--- config.mk ---
export PLATFORM = sky130hd
export DESIGN_NAME = itm_timer
export DESIGN_NICKNAME = d
export VERILOG_FILES = /design/src/itm_pkg.sv /design/src/itm_timer.sv /design/src/itm_clk_sel.sv
export SDC_FILE = /design/constraint.sdc
export NUM_CORES = 1
export LEC_CHECK = 0
export BUFFER_PORTS_ARGS = -buffer_cell sky130_fd_sc_hd__buf_2
export CELL_PAD_IN_SITES_DETAIL_PLACEMENT = 0
export CELL_PAD_IN_SITES_GLOBAL_PLACEMENT = 2
export CORE_ASPECT_RATIO = 1.2
export CORE_MARGIN = 2
export CORE_UTILIZATION = 34
export DETAILED_ROUTE_END_ITERATION = 12
export HOLD_SLACK_MARGIN = 0.05
export PLACE_DENSITY = 0.76
export SETUP_SLACK_MARGIN = 0.15
export SYNTH_ARGS = -nofsm -noshare
export SYNTH_HDL_FRONTEND = slang
export SYNTH_SLANG_ARGS = --single-unit
export TNS_END_PERCENT = 100
--- constraint.sdc ---
create_clock -name aclk -period 2.5 [get_ports aclk]
set_clock_uncertainty 0.05 [all_clocks]
set_input_delay 0.625 -clock aclk [delete_from_list [all_inputs] [get_ports aclk]]
set_output_delay 0.625 -clock aclk [all_outputs]
set_load 0.01 [all_outputs]
--- src/itm_pkg.sv ---
// Constants, register map and state types for the interval square wave timer
package itm_pkg;

  // ---------------------------------------------------------------
  // Register map (byte addresses)
  // ---------------------------------------------------------------
  localparam int ADDR_W = 6;
  localparam logic [ADDR_W-1:0] OFS_COUNTER = 6'h00;
  localparam logic [ADDR_W-1:0] OFS_CMP0 = 6'h04;
  localparam logic [ADDR_W-1:0] OFS_CMP1 = 6'h08;
  localparam logic [ADDR_W-1:0] OFS_MODE = 6'h0c;
  localparam logic [ADDR_W-1:0] OFS_CAPCMP = 6'h10;
  localparam logic [ADDR_W-1:0] OFS_OUTCTL = 6'h14;
  localparam logic [ADDR_W-1:0] OFS_PRESCALE = 6'h18;
  localparam logic [ADDR_W-1:0] OFS_CLKSEL = 6'h1c;

  // ---------------------------------------------------------------
  // Field positions
  // ---------------------------------------------------------------
  localparam int MODE_LSB = 2;
  localparam int MODE_MSB = 3;
  localparam int CRC_MSB = 2;
  localparam int TOC_OE_BIT = 0;
  localparam int TOC_CMP0_BIT = 1;
  localparam int TOC_LVR_BIT = 2;
  localparam int TOC_LVS_BIT = 3;
  localparam int TOC_CMP1_BIT = 4;
  localparam int PRM_SEL_LSB = 0;
  localparam int PRM_SEL_MSB = 1;
  localparam int PRM_ES0_LSB = 4;
  localparam int PRM_ES0_MSB = 5;
  localparam int ISEL_BIT = 1;
  localparam logic [7:0] PRM_MASK = 8'hf3;

  // ---------------------------------------------------------------
  // Encodings and reset values
  // ---------------------------------------------------------------
  localparam logic [1:0] MODE_STOP = 2'h0;
  localparam logic [1:0] MODE_CLR_CMP = 2'h3;
  localparam logic [15:0] CNT_INIT = 16'h0000;
  localparam logic [15:0] CNT_STEP = 16'h0001;
  localparam logic [1:0] ES_FALL = 2'h0;
  localparam logic [1:0] ES_RISE = 2'h1;
  localparam logic [1:0] ES_BOTH = 2'h3;
  localparam logic [1:0] RESP_OKAY = 2'h0;
  localparam logic [1:0] RESP_SLVERR = 2'h2;

  // Count clock selection: {input_select_hi, prescale_sel1, prescale_sel0}
  localparam logic [2:0] CS_FULL = 3'h0;
  localparam logic [2:0] CS_DIV4 = 3'h1;
  localparam logic [2:0] CS_WATCH = 3'h2;
  localparam logic [2:0] CS_EXT = 3'h3;
  localparam logic [2:0] CS_DIV2 = 3'h4;
  localparam logic [2:0] CS_DIV8 = 3'h5;
  localparam logic [2:0] CS_DIV16 = 3'h6;
  localparam logic [2:0] CS_BAD = 3'h7;
  localparam logic [3:0] DIV2_MASK = 4'h1;
  localparam logic [3:0] DIV4_MASK = 4'h3;
  localparam logic [3:0] DIV8_MASK = 4'h7;
  localparam logic [3:0] DIV16_MASK = 4'hf;

  // ---------------------------------------------------------------
  // State types
  // ---------------------------------------------------------------
  typedef struct packed {
    logic awready;
    logic wready;
    logic bvalid;
    logic [1:0] bresp;
    logic arready;
    logic rvalid;
    logic [1:0] rresp;
    logic [31:0] rdata;
    logic aw_have;
    logic w_have;
    logic [ADDR_W-1:0] waddr;
    logic [31:0] wdata;
    logic [3:0] wstrb;
    logic [15:0] counter;
    logic [15:0] cr0;
    logic [15:0] cr1;
    logic [1:0] mode;
    logic [CRC_MSB:0] crc;
    logic toc_oe;
    logic toc_cmp0;
    logic toc_cmp1;
    logic out_ff;
    logic [7:0] prm;
    logic isel;
    logic timer_out;
    logic irq0;
    logic irq1;
  } itm_regs_t;

  typedef struct packed {
    logic [3:0] div;
    logic smp0;
    logic smp1;
    logic lvl;
    logic tick;
  } itm_sel_t;

endpackage

--- src/itm_timer.sv ---
// Interval and square wave timer with its AXI4-Lite register slave
//
// Summary of operation
// - Selection 000 full clock, 001 /4, 100 /2, 101 /8, 110 /16.
// - Selection 010 uses watch tick, 011 external edges; 111 prohibited.
// - Mode bits 11 start clear-on-compare counting on the count clock.
// - Counter equal to compare_reg0 raises compare0_irq, and clears it in mode 11 only.
// - Compare value M gives M plus one count periods between interrupts.
// - compare1_irq fires on compare_reg1 match; software masks it if unused.
// - Reading the counter returns its value without disturbing counting.
// - Mode bits 00 stop counting and reset the counter.
// - Each compare_reg0 match interrupts and toggles timer_out, and clears the counter in mode 11 only.
// - out_enable low holds timer_out low; high lets the flip-flop drive.
// - toggle_on_cmp0 enables toggling; compare0_irq still fires without it.
// - Square wave period is twice (M plus one) count periods.
`timescale 1ns/100ps
`default_nettype none
module itm_timer import itm_pkg::*; (
  input wire logic aclk,
  input wire logic aresetn,
  input wire logic [ADDR_W-1:0] s_axi_awaddr,
  input wire logic [2:0] s_axi_awprot,
  input wire logic s_axi_awvalid,
  output logic s_axi_awready,
  input wire logic [31:0] s_axi_wdata,
  input wire logic [3:0] s_axi_wstrb,
  input wire logic s_axi_wvalid,
  output logic s_axi_wready,
  output logic [1:0] s_axi_bresp,
  output logic s_axi_bvalid,
  input wire logic s_axi_bready,
  input wire logic [ADDR_W-1:0] s_axi_araddr,
  input wire logic [2:0] s_axi_arprot,
  input wire logic s_axi_arvalid,
  output logic s_axi_arready,
  output logic [31:0] s_axi_rdata,
  output logic [1:0] s_axi_rresp,
  output logic s_axi_rvalid,
  input wire logic s_axi_rready,
  input wire logic watch_tick,
  input wire logic ext_event_in,
  output logic timer_out,
  output logic compare0_irq,
  output logic compare1_irq
);

  itm_regs_t st;
  itm_regs_t next_st;
  logic count_tick;
  logic wr_do;
  logic match0;
  logic match1;
  logic [31:0] wval;

  // ---------------------------------------------------------------
  // Decoding helpers
  // ---------------------------------------------------------------
  function automatic logic is_mapped(input logic [ADDR_W-1:0] a);
    case (a)
      OFS_COUNTER, OFS_CMP0, OFS_CMP1, OFS_MODE, OFS_CAPCMP, OFS_OUTCTL,
      OFS_PRESCALE, OFS_CLKSEL: is_mapped = 1'b1;
      default: is_mapped = 1'b0;
    endcase
  endfunction

  function automatic logic [31:0] rd_word(input logic [ADDR_W-1:0] a,
                                          input itm_regs_t s);
    logic [31:0] w;
    w = '0;
    case (a)
      OFS_COUNTER: w[15:0] = s.counter;
      OFS_CMP0: w[15:0] = s.cr0;
      OFS_CMP1: w[15:0] = s.cr1;
      OFS_MODE: w[MODE_MSB:MODE_LSB] = s.mode;
      OFS_CAPCMP: w[CRC_MSB:0] = s.crc;
      OFS_OUTCTL: begin
        // Level set and reset triggers always read back as zero
        w[TOC_OE_BIT] = s.toc_oe;
        w[TOC_CMP0_BIT] = s.toc_cmp0;
        w[TOC_CMP1_BIT] = s.toc_cmp1;
      end
      OFS_PRESCALE: w[7:0] = s.prm;
      OFS_CLKSEL: w[ISEL_BIT] = s.isel;
      default: w = '0;
    endcase
    rd_word = w;
  endfunction

  function automatic logic [31:0] wmerge(input logic [31:0] old,
                                         input logic [31:0] nw,
                                         input logic [3:0] strb);
    logic [31:0] r;
    r = old;
    for (int i = 0; i < 4; i++) begin
      if (strb[i]) begin
        r[i*8 +: 8] = nw[i*8 +: 8];
      end
    end
    wmerge = r;
  endfunction

  // ---------------------------------------------------------------
  // Count clock selection
  // ---------------------------------------------------------------
  itm_clk_sel i_itm_clk_sel (
    .aclk(aclk),
    .aresetn(aresetn),
    .sel({st.isel, st.prm[PRM_SEL_MSB:PRM_SEL_LSB]}),
    .edge_sel(st.prm[PRM_ES0_MSB:PRM_ES0_LSB]),
    .watch_tick(watch_tick),
    .ext_event_in(ext_event_in),
    .count_tick(count_tick)
  );

  // ---------------------------------------------------------------
  // Next state
  // ---------------------------------------------------------------
  always_comb begin
    next_st = st;
    next_st.irq0 = 1'b0;
    next_st.irq1 = 1'b0;
    match0 = (st.counter == st.cr0);
    match1 = (st.counter == st.cr1);
    wr_do = st.aw_have && st.w_have;
    wval = wmerge(rd_word(st.waddr, st), st.wdata, st.wstrb);

    // stopped counter sits at its initial value
    if (st.mode == MODE_STOP) begin
      next_st.counter = CNT_INIT;
    end else if (count_tick) begin
      // second compare raises its request in every running mode
      if (match1) begin
        next_st.irq1 = 1'b1;
      end
      // match interrupts, and clears in mode 11; giving M plus one periods
      if (match0) begin
        next_st.irq0 = 1'b1;
      end
      if ((st.mode == MODE_CLR_CMP) && match0) begin
        next_st.counter = CNT_INIT;
      end else begin
        next_st.counter = st.counter + CNT_STEP;
      end
      // invert output; gated by toggle_on_cmp0, or by toc_cmp1 for a compare1 match; half period
      next_st.out_ff = st.out_ff ^ ((match0 && st.toc_cmp0)
                                    || (match1 && st.toc_cmp1));
    end

    // Address and data are taken independently; the write waits for both
    if (s_axi_awvalid && st.awready) begin
      next_st.awready = 1'b0;
      next_st.aw_have = 1'b1;
      next_st.waddr = s_axi_awaddr;
    end
    if (s_axi_wvalid && st.wready) begin
      next_st.wready = 1'b0;
      next_st.w_have = 1'b1;
      next_st.wdata = s_axi_wdata;
      next_st.wstrb = s_axi_wstrb;
    end
    if (wr_do) begin
      next_st.aw_have = 1'b0;
      next_st.w_have = 1'b0;
      next_st.bvalid = 1'b1;
      next_st.bresp = is_mapped(st.waddr) ? RESP_OKAY : RESP_SLVERR;
      // Register writes come last so software wins over the count
      case (st.waddr)
        OFS_CMP0: next_st.cr0 = wval[15:0];
        OFS_CMP1: next_st.cr1 = wval[15:0];
        OFS_MODE: begin
          // mode 11 starts counting from the cleared counter
          next_st.mode = wval[MODE_MSB:MODE_LSB];
          // writing 00 stops and reinitialises at once
          if (wval[MODE_MSB:MODE_LSB] == MODE_STOP) begin
            next_st.counter = CNT_INIT;
          end
        end
        OFS_CAPCMP: next_st.crc = wval[CRC_MSB:0];
        OFS_OUTCTL: begin
          next_st.toc_oe = wval[TOC_OE_BIT];
          next_st.toc_cmp0 = wval[TOC_CMP0_BIT];
          next_st.toc_cmp1 = wval[TOC_CMP1_BIT];
          // Both triggers together are prohibited and leave the level alone
          if (wval[TOC_LVS_BIT] && !wval[TOC_LVR_BIT]) begin
            next_st.out_ff = 1'b1;
          end else if (wval[TOC_LVR_BIT] && !wval[TOC_LVS_BIT]) begin
            next_st.out_ff = 1'b0;
          end
        end
        OFS_PRESCALE: next_st.prm = wval[7:0] & PRM_MASK;
        OFS_CLKSEL: next_st.isel = wval[ISEL_BIT];
        default: next_st.mode = next_st.mode;
      endcase
    end
    if (st.bvalid && s_axi_bready) begin
      next_st.bvalid = 1'b0;
      next_st.awready = 1'b1;
      next_st.wready = 1'b1;
    end

    // a read only samples the counter, it never alters it
    if (s_axi_arvalid && st.arready) begin
      next_st.arready = 1'b0;
      next_st.rvalid = 1'b1;
      next_st.rdata = rd_word(s_axi_araddr, st);
      next_st.rresp = is_mapped(s_axi_araddr) ? RESP_OKAY : RESP_SLVERR;
    end
    if (st.rvalid && s_axi_rready) begin
      next_st.rvalid = 1'b0;
      next_st.arready = 1'b1;
    end

    // pin held low unless the output is enabled
    next_st.timer_out = next_st.toc_oe && next_st.out_ff;

    if (!aresetn) begin
      next_st = '0;
      next_st.awready = 1'b1;
      next_st.wready = 1'b1;
      next_st.arready = 1'b1;
    end
  end

  always_ff @(posedge aclk) begin
    st <= next_st;
  end

  // ---------------------------------------------------------------
  // Outputs
  // ---------------------------------------------------------------
  assign s_axi_awready = st.awready;
  assign s_axi_wready = st.wready;
  assign s_axi_bvalid = st.bvalid;
  assign s_axi_bresp = st.bresp;
  assign s_axi_arready = st.arready;
  assign s_axi_rvalid = st.rvalid;
  assign s_axi_rdata = st.rdata;
  assign s_axi_rresp = st.rresp;
  assign timer_out = st.timer_out;
  assign compare0_irq = st.irq0;
  assign compare1_irq = st.irq1;

  // ---------------------------------------------------------------
  // Checks
  // ---------------------------------------------------------------
  clear_on_match_a: assert property (
    @(posedge aclk) disable iff (!aresetn)
    (st.mode == MODE_CLR_CMP) && count_tick && match0 && !wr_do
      |=> (st.counter == CNT_INIT) && compare0_irq)
    else $error("Compare match did not clear and interrupt");
  irq1_match_a: assert property (@(posedge aclk) disable iff (!aresetn)
    (st.mode != MODE_STOP) && count_tick && match1 |=> compare1_irq)
    else $error("Second compare match gave no request");
  irq0_cause_a: assert property (@(posedge aclk) disable iff (!aresetn)
    compare0_irq |-> $past(count_tick) && $past(match0))
    else $error("Compare interrupt without a match");
  stop_clear_a: assert property (@(posedge aclk) disable iff (!aresetn)
    (st.mode == MODE_STOP) |=> (st.counter == CNT_INIT))
    else $error("Stopped counter not at initial value");
  count_up_a: assert property (@(posedge aclk) disable iff (!aresetn)
    (st.mode != MODE_STOP) && count_tick && !wr_do
      && !((st.mode == MODE_CLR_CMP) && match0)
      |=> (st.counter == $past(st.counter) + CNT_STEP))
    else $error("Counter did not step by one");
  out_low_a: assert property (@(posedge aclk) disable iff (!aresetn)
    !st.toc_oe |-> !timer_out)
    else $error("Timer output high while disabled");
  toggle_a: assert property (@(posedge aclk) disable iff (!aresetn)
    (st.mode == MODE_CLR_CMP) && count_tick && match0 && !match1
      && st.toc_cmp0 && st.toc_oe && !wr_do
      |=> (timer_out != $past(timer_out)))
    else $error("Square wave output did not invert on match");
  no_toggle_a: assert property (@(posedge aclk) disable iff (!aresetn)
    !st.toc_cmp0 && !st.toc_cmp1 && !wr_do |=> $stable(st.out_ff))
    else $error("Output inverted with toggling disabled");
  read_count_a: assert property (@(posedge aclk) disable iff (!aresetn)
    s_axi_arvalid && st.arready && (s_axi_araddr == OFS_COUNTER)
      |=> s_axi_rvalid && (s_axi_rdata[15:0] == $past(st.counter)))
    else $error("Counter read returned a wrong value");
  start_clear_a: assert property (@(posedge aclk) disable iff (!aresetn)
    (st.mode == MODE_STOP) ##1 (st.mode == MODE_CLR_CMP)
      |-> (st.counter == CNT_INIT))
    else $error("Counting did not start from a cleared counter");
  irq0_kept_a: assert property (@(posedge aclk) disable iff (!aresetn)
    (st.mode != MODE_STOP) && count_tick && match0 && !st.toc_cmp0
      |=> compare0_irq)
    else $error("Compare interrupt lost with toggling disabled");
  stop_write_a: assert property (@(posedge aclk) disable iff (!aresetn)
    wr_do && (st.waddr == OFS_MODE) && (wval[MODE_MSB:MODE_LSB] == MODE_STOP)
      |=> (st.counter == CNT_INIT) && (st.mode == MODE_STOP))
    else $error("Writing stop did not clear the counter");
  irq1_cause_a: assert property (@(posedge aclk) disable iff (!aresetn)
    compare1_irq |-> $past(count_tick) && $past(match1))
    else $error("Second compare request without a match");
  out_follow_a: assert property (@(posedge aclk) disable iff (!aresetn)
    st.toc_oe |-> (timer_out == st.out_ff))
    else $error("Enabled output does not follow its flip-flop");

endmodule
`default_nettype wire

--- src/itm_clk_sel.sv ---
// Count clock selector: prescaler taps, watch tick and filtered edge input
`timescale 1ns/100ps
`default_nettype none
module itm_clk_sel import itm_pkg::*; (
  input wire logic aclk,
  input wire logic aresetn,
  input wire logic [2:0] sel,
  input wire logic [1:0] edge_sel,
  input wire logic watch_tick,
  input wire logic ext_event_in,
  output logic count_tick
);

  itm_sel_t st;
  itm_sel_t next_st;
  logic rise;
  logic fall;

  function automatic logic tap(input logic [3:0] div, input logic [3:0] m);
    tap = ((div & m) == m);
  endfunction

  // ---------------------------------------------------------------
  // Next state
  // ---------------------------------------------------------------
  always_comb begin
    next_st = st;
    next_st.div = st.div + 4'h1;
    next_st.smp0 = ext_event_in;
    next_st.smp1 = st.smp0;
    // A level counts only after two equal samples, so short glitches vanish
    if (st.smp0 == st.smp1) begin
      next_st.lvl = st.smp1;
    end
    rise = !st.lvl && next_st.lvl;
    fall = st.lvl && !next_st.lvl;
    case (sel)
      CS_FULL: next_st.tick = 1'b1;
      CS_DIV2: next_st.tick = tap(st.div, DIV2_MASK);
      CS_DIV4: next_st.tick = tap(st.div, DIV4_MASK);
      CS_DIV8: next_st.tick = tap(st.div, DIV8_MASK);
      CS_DIV16: next_st.tick = tap(st.div, DIV16_MASK);
      CS_WATCH: next_st.tick = watch_tick;
      CS_EXT: begin
        case (edge_sel)
          ES_FALL: next_st.tick = fall;
          ES_RISE: next_st.tick = rise;
          ES_BOTH: next_st.tick = rise | fall;
          default: next_st.tick = 1'b0;
        endcase
      end
      default: next_st.tick = 1'b0;
    endcase
    if (!aresetn) begin
      next_st = '0;
    end
  end

  always_ff @(posedge aclk) begin
    st <= next_st;
  end

  assign count_tick = st.tick;

  // ---------------------------------------------------------------
  // Checks
  // ---------------------------------------------------------------
  full_rate_tick_a: assert property (
    @(posedge aclk) disable iff (!aresetn)
    (sel == CS_FULL) |=> count_tick)
    else $error("Full rate selection did not tick");
  div4_tick_a: assert property (@(posedge aclk) disable iff (!aresetn)
    (sel == CS_DIV4) [*4] |-> ##1 $past(count_tick, 1) || $past(count_tick, 2)
      || $past(count_tick, 3) || count_tick)
    else $error("Divide by four gave no tick in four cycles");
  bad_sel_quiet_a: assert property (
    @(posedge aclk) disable iff (!aresetn)
    (sel == CS_BAD) |=> !count_tick)
    else $error("Prohibited selection produced a tick");

endmodule
`default_nettype wire

* Word-level counts from Yosys, hierarchy flattened
Memories as Yosys holds them, arrays and structs flattened. A register that Yosys moved wholly into a read port is not among the register bits.
Index checks and enable logic that the tools add are counted.
** Cells by class
- Muxes and demuxes :: 46
- Equality and inequality tests :: 29
- Add/subtract/negate cells :: 2
- Bitwise gates (word level) :: 4
- Reduce and logical (&&, ||, !) cells :: 36
** Operators with widths (count)
- two-way mux 16 bit :: 7
- two-way mux 66 bit :: 1
- equality test 6 x 5 -> 1 bit (second input constant) :: 8
- equality test 16 bit :: 2
- two-way mux 8 bit :: 4
- equality test 6 x 4 -> 1 bit (second input constant) :: 4
- one-hot mux 3 bit (4 select lines) :: 2
- one-hot mux 8 bit (3 select lines) :: 1
- one-hot mux 1 bit (7 select lines) :: 3
- one-hot mux 1 bit (5 select lines) :: 4
- adder 16 x 1 -> 16 bit (second input constant) :: 1
- logical AND 1 bit :: 14
- AND reduction 2 bit :: 7
- equality test 3 bit (second input constant) :: 4
- equality test 6 x 3 -> 1 bit (second input constant) :: 2
- zero test 6 bit :: 2
- two-way mux 1 bit :: 12
- one-hot mux 1 bit (6 select lines) :: 2
- two-way mux 5 bit :: 2
- one-hot mux 1 bit (4 select lines) :: 2
- equality test 2 bit (second input constant) :: 3
- equality test 3 x 2 -> 1 bit (second input constant) :: 2
- zero test 2 bit :: 3
- two-way mux 2 bit :: 3
- 16 further kinds :: 22
** Word-level totals
- Bits in read-only memories :: 64
- Logic and storage cells :: 151
- Bits in registers :: 126
- Bits of input ports :: 63
- Memories kept :: 2
- Output and inout port bits :: 44
** Memory list
- (name not given) :: depth 32, bits a word 1, rd ports 1, clocked after memory_dff 1, wr ports 0, line itm_timer.sv:59 : case (a)
- (name not given) :: depth 32, bits a word 1, rd ports 1, clocked after memory_dff 0, wr ports 0, line itm_timer.sv:59

* Depth between registers and ports, before layout
- Depth in word-level cells :: 11
- Depth in mapped cells :: 8
- Gate-level depth less buffers :: 8

* By module
Synthesis repeated with hierarchy kept, for this count alone.
** Second synthesis, totals
- Cell total of the unflattened synthesis :: 780
- Area, all modules :: 6551.3 µm²
** Modules (own cells, without submodules)
- itm_timer :: instances 1, cells an instance 742, area each 6173.4 µm²
- itm_clk_sel :: instances 1, cells an instance 38, area each 377.9 µm²

* Worst setup path after synthesis
No wires, ideal clock.
- Kind :: input-to-reg
- Start :: input s_axi_araddr[2]
- End :: register st, in the netlist s_axi_rdata[1]
- Setup slack :: 550 ps
- Data required time :: 2391 ps
- Buffers on the path :: 2
- Stages on the path :: 7
- Arrival time :: 1841 ps
- Cell sequence :: clkbuf_1 clkbuf_1 a22oi_1 o22ai_1 a31oi_1 o41ai_1 and2_1
** Between the ends
- Word-level cells in the longest chain between the ends :: 2
** RTL lines
- start: declaration :: line itm_timer.sv:32 : input wire logic [ADDR_W-1:0] s_axi_araddr,
- equality test 6 x 5 -> 1 bit, or another cell as far along :: line itm_timer.sv:70 : case (a)
- one-hot mux 1 bit (7 select lines) (*) :: line itm_timer.sv:70
- end signal: assignment :: line itm_timer.sv:225 : st <= next_st;
- end: declaration :: line itm_timer.sv:47 : itm_regs_t st;
Mark *: on every way between the ends. The rest lies on a longest branch, timed or not.
A chain may end at the register's enable or synchronous reset.

* Final worst setup path
- Start :: register st[109] in the netlist's numbering
- End :: register st[57] in the netlist's numbering
** Between the ends
- Word-level cells in the longest chain between the ends :: 7
** RTL lines
- equality test 6 x 5 -> 1 bit, or another cell as far along :: line itm_timer.sv:70
- one-hot mux 1 bit (5 select lines) or one-hot mux 1 bit (4 select lines) (tied branches) :: line itm_timer.sv:70
- two-way mux 8 bit :: line itm_timer.sv:95 : if (strb[i]) begin
- zero test 2 bit :: line itm_timer.sv:174 : if (wval[MODE_MSB:MODE_LSB] == MODE_STOP) begin
- two-way mux 16 bit :: line itm_timer.sv:174
- two-way mux 16 bit (*) :: line itm_timer.sv:167 : case (st.waddr)
- two-way mux 66 bit (*) :: line itm_timer.sv:161 : if (wr_do) begin
Marks and branches as above.

==> results_dict.tcl <==
set metrics [dict create \
    status "finished, final reports clean" \
    grt_usage_pct 17.6 \
    grt_setup_unrepaired "true" \
    drv_slew 0 \
    yosysWarningCount 0 \
    synth_area_per_cell_sq_um 8.59 \
    hold_viol 0 \
    crit_buf_inv 1 \
    critPathMaxStageDelay_ns 0.55 \
    grt_antenna_before_repair 0 \
    cts_tree "built" \
    overflow 0 \
    crit_end "st[57]" \
    grt_pass1_wl_um 28600 \
    cts_setup_buffers 0 \
    post-route-period-util_pct 91.6 \
    leakage_nw 3.05 \
    clk_latency_ns 0.43 \
    crit_type "reg -> reg" \
    final-setup-viol-count 0 \
    cts-root-buf "clkbuf_16" \
    nets 881 \
    worstPathArrival_ns 2.53 \
    drt_iter0_markers 299 \
    wl_per_cell_um 16.4 \
    grt_pass1_vias 5308 \
    reg2reg_slack_ns 0.21 \
    end_kind "flop" \
    reg2regPathDepth 7 \
    yosysSeqAreaShare_pct 37.8 \
    worstPathMaxFanout 16 \
    clock-sinks 125 \
    synth_top_flop_cell "dfxtp_1" \
    htreeDepth 4 \
    syn-cell-area_sq_mm 0.00663 \
    start_kind "flop" \
    placed_cells 1050 \
    p_switching_mw 1.16 \
    synth_edf_count 0 \
    worst_slew_pin_slew_ns 0.659 \
    r2r_end "st[57]" \
    relSlewSlack_pct 55.9 \
    synth_top_cell_by_area "dfxtp_1" \
    hold_depth 2 \
    layout.cells.non_filler 1082 \
    path_delay_family "compound AO/OA/AOI/OAI gates" \
    ant_nets 0 \
    p_int_mw 3.78 \
    clockBufferDepth 2 \
    p_clk_share_pct 51.2 \
    crit_required_ns 2.74 \
    utilization_pct 40.5 \
    fillerInstances 1969 \
    drv_cap 0 \
    port_buffers 64 \
    synth_top_area_share_pct 37.8 \
    grt_max_degree 56 \
    swShare_pct 23.4 \
    io_pins 107 \
    dieHeight_um 157 \
    cp.depth 7 \
    die_x_um 131 \
    ys_types 59 \
    drive_gt1_share_pct 19.5 \
    finalCriticalPeriod_ns 2.29 \
    hold_path_class "in -> reg" \
    ir_worst_vdd_v 0.000409 \
    dp_hpwl_um 13200 \
    initial_utilization_pct 34.9 \
    tns_ns 0 \
    worst_path_max_delay_cell "dfxtp_1" \
    vias_per_cell 5.10 \
    rr_startpoint "st[109]" \
    power_mw 4.93 \
    antenna_cells 0 \
    firstDrtPassIters 5 \
    ys_seq_elements 125 \
    crit_path_cell_trace "mux2i_1, o32ai_1, o21ai_1, a21boi_1, a31o_2, buf_12, nor4_1" \
    area_growth_pct 16.1 \
    multiInputGateArea_sq_mm 0.00360 \
    max_freq_mhz 437 \
    ff_latch_area_sq_mm 0.00250 \
    vias 5520 \
    dieArea_sq_mm 0.0206 \
    gp_congestion 0.870 \
    pwr-share-comb_pct 6.4 \
    async_flop_share_pct 0 \
    synth.top_cells.by_area "dfxtp_1 38%, nand2_1 5.4%, xnor2_1 5.3%" \
    drcViolationCount 0 \
    wl_um 17800 \
    num_rows 55 \
    clk_pin_slew_worst_paths_ns 0.06 \
    syn_inst 771 \
    core-area_sq_mm 0.0190 \
    cts-buffers-inserted 17 \
    crit_path_start "st[109]" \
    powerDensity_mw_per_mm2 641 \
    pwr-share-seq_pct 42.4 \
]
[cells in the mapped netlist, types with 9 or more instances]
master / instances
nor2_1: 41
nand2_1: 96
and2_1: 15
o21ai_1: 14
o211a_1: 18
a21boi_1: 9
o21ai_0: 25
a22oi_1: 26
nor2b_1: 20
nand4_1: 12
clkbuf_1: 33
buf_4: 38
mux2i_1: 19
buf_2: 21
inv_1: 13
nand2b_1: 12
nand3_1: 28
dfxtp_1: 125
and3_1: 11
xnor2_1: 40
a21boi_0: 25
a21oi_1: 24
[sequential cells by signal (all words and copies together) (netlist names), named ones only]
name / count
compare0_irq: 1
compare1_irq: 1
i_itm_clk_sel.count_tick: 1
i_itm_clk_sel.st: 7
s_axi_arready: 1
s_axi_awready: 1
s_axi_bresp: 1
s_axi_bvalid: 1
s_axi_rdata: 16
s_axi_rresp: 1
s_axi_rvalid: 1
s_axi_wready: 1
st: 90
timer_out: 1
[metrics by stage]
step | setup WS [ns] | area (sq um) | hold WS, ns
6_report | 0.210 | 7690 | 0.370
5_1_grt | 0.0721 | 7690 | 0.358
4_1_cts | 0.193 | 7690 | 0.353
3_5_place_dp | 0.159 | 7080 | 0.412
3_3_place_gp | 0.144 | 7080 | 0.395
2_1_floorplan | 0.550 | 6690 | 0.382
[logic make-up (layout without fill, tap and decap cells)]
family                     after synthesis  after routing  synth area share [%]
adders and majority gates                6              6                  1.10
xor gates and xnor gates                44             44                  5.82
other                                    1             18                0.0566
AOI/OAI and AO/OA                      173            173                  18.3
buffers and inverters                  109            147                  8.95
and+or+nand+nor                        280            280                  22.0
muxes                                   33             33                  5.93
DFF                                    125            125                  37.8
[worst min path at each step]
stage | slack, ns | endpoint | start
2_1_floorplan | 0.38 | i_itm_clk_sel.st[2] | i_itm_clk_sel.st[3]
3_3_place_gp | 0.39 | i_itm_clk_sel.st[2] | i_itm_clk_sel.st[3]
3_5_place_dp | 0.41 | i_itm_clk_sel.st[2] | i_itm_clk_sel.st[3]
4_1_cts | 0.35 | i_itm_clk_sel.st[3] | ext_event_in
5_1_grt | 0.36 | i_itm_clk_sel.st[3] | ext_event_in
6_report | 0.37 | i_itm_clk_sel.st[3] | ext_event_in
[routing by layer]
metal  track usage (%)  routed length [um]  up-vias  share of wire (%)
met2              28.4                8260      128                 46
met1              23.2                8550     2638                 48
met4              6.83                 344        0                1.9
met3              3.74                 613       21                3.5
li1                  -                   -     2733                  -
met5                 0                   0        -                  0
[cells in the final DEF (no fill, tap or decap), types with 5 or more instances in the layout]
| cell type | n |
|---|---|
| and3_1 | 11 |
| o211a_1 | 18 |
| nand2b_1 | 12 |
| a21boi_1 | 9 |
| inv_1 | 13 |
| nor3_2 | 8 |
| a22oi_1 | 26 |
| a21boi_0 | 25 |
| and2_1 | 15 |
| nor4b_1 | 8 |
| nor3_1 | 8 |
| dfxtp_1 | 123 |
| a21oi_1 | 24 |
| nand2_1 | 96 |
| nand4_1 | 12 |
| buf_4 | 37 |
| buf_2 | 64 |
| xnor2_1 | 40 |
| o21ai_1 | 14 |
| ha_1 | 5 |
| a31o_1 | 6 |
| nor2_1 | 41 |
| conb_1 | 18 |
| mux2_2 | 7 |
| o21ai_0 | 25 |
| clkbuf_16 | 17 |
| nand3_1 | 28 |
| nor3b_1 | 5 |
| nor2b_1 | 20 |
| mux2i_1 | 19 |
[worst register-to-register path: stages, from the launching register on]
cell and delay [ns]:
dfxtp_1 0.55, mux2i_1 0.13, o32ai_1 0.29, o21ai_1 0.13, a21boi_1 0.18, a31o_2 0.24
buf_12 0.16, nor4_1 0.41
[power by group through the flow]
stage | clock network, mW | logic, mW | registers [mW]
5_1_grt | 2.67 | 0.352 | 2.10
4_1_cts | 2.58 | 0.317 | 2.09
3_5_place_dp | 0 | 0.316 | 2.13
2_1_floorplan | 0 | 0.242 | 2.11
6_report | 2.53 | 0.315 | 2.09
3_3_place_gp | 0 | 0.310 | 2.13
[layout make-up]
class / count / area share [%]
multi-input cells: 554 / 46.8
flip-flops and latches: 125 / 32.6
repair buffers: 102 / 8.04
clock buffers: 21 / 5.99
well taps: 256 / 4.16
clock inverters: 11 / 1.84
inverters: 13 / 0.634
[timing repair]
action	CTS	global route
resized for setup	1	2
endpoints found under the setup margin	2	8
gates cloned	0	0
hold buffers	0	0
No activity file was read; power rests on OpenSTA's default activity.
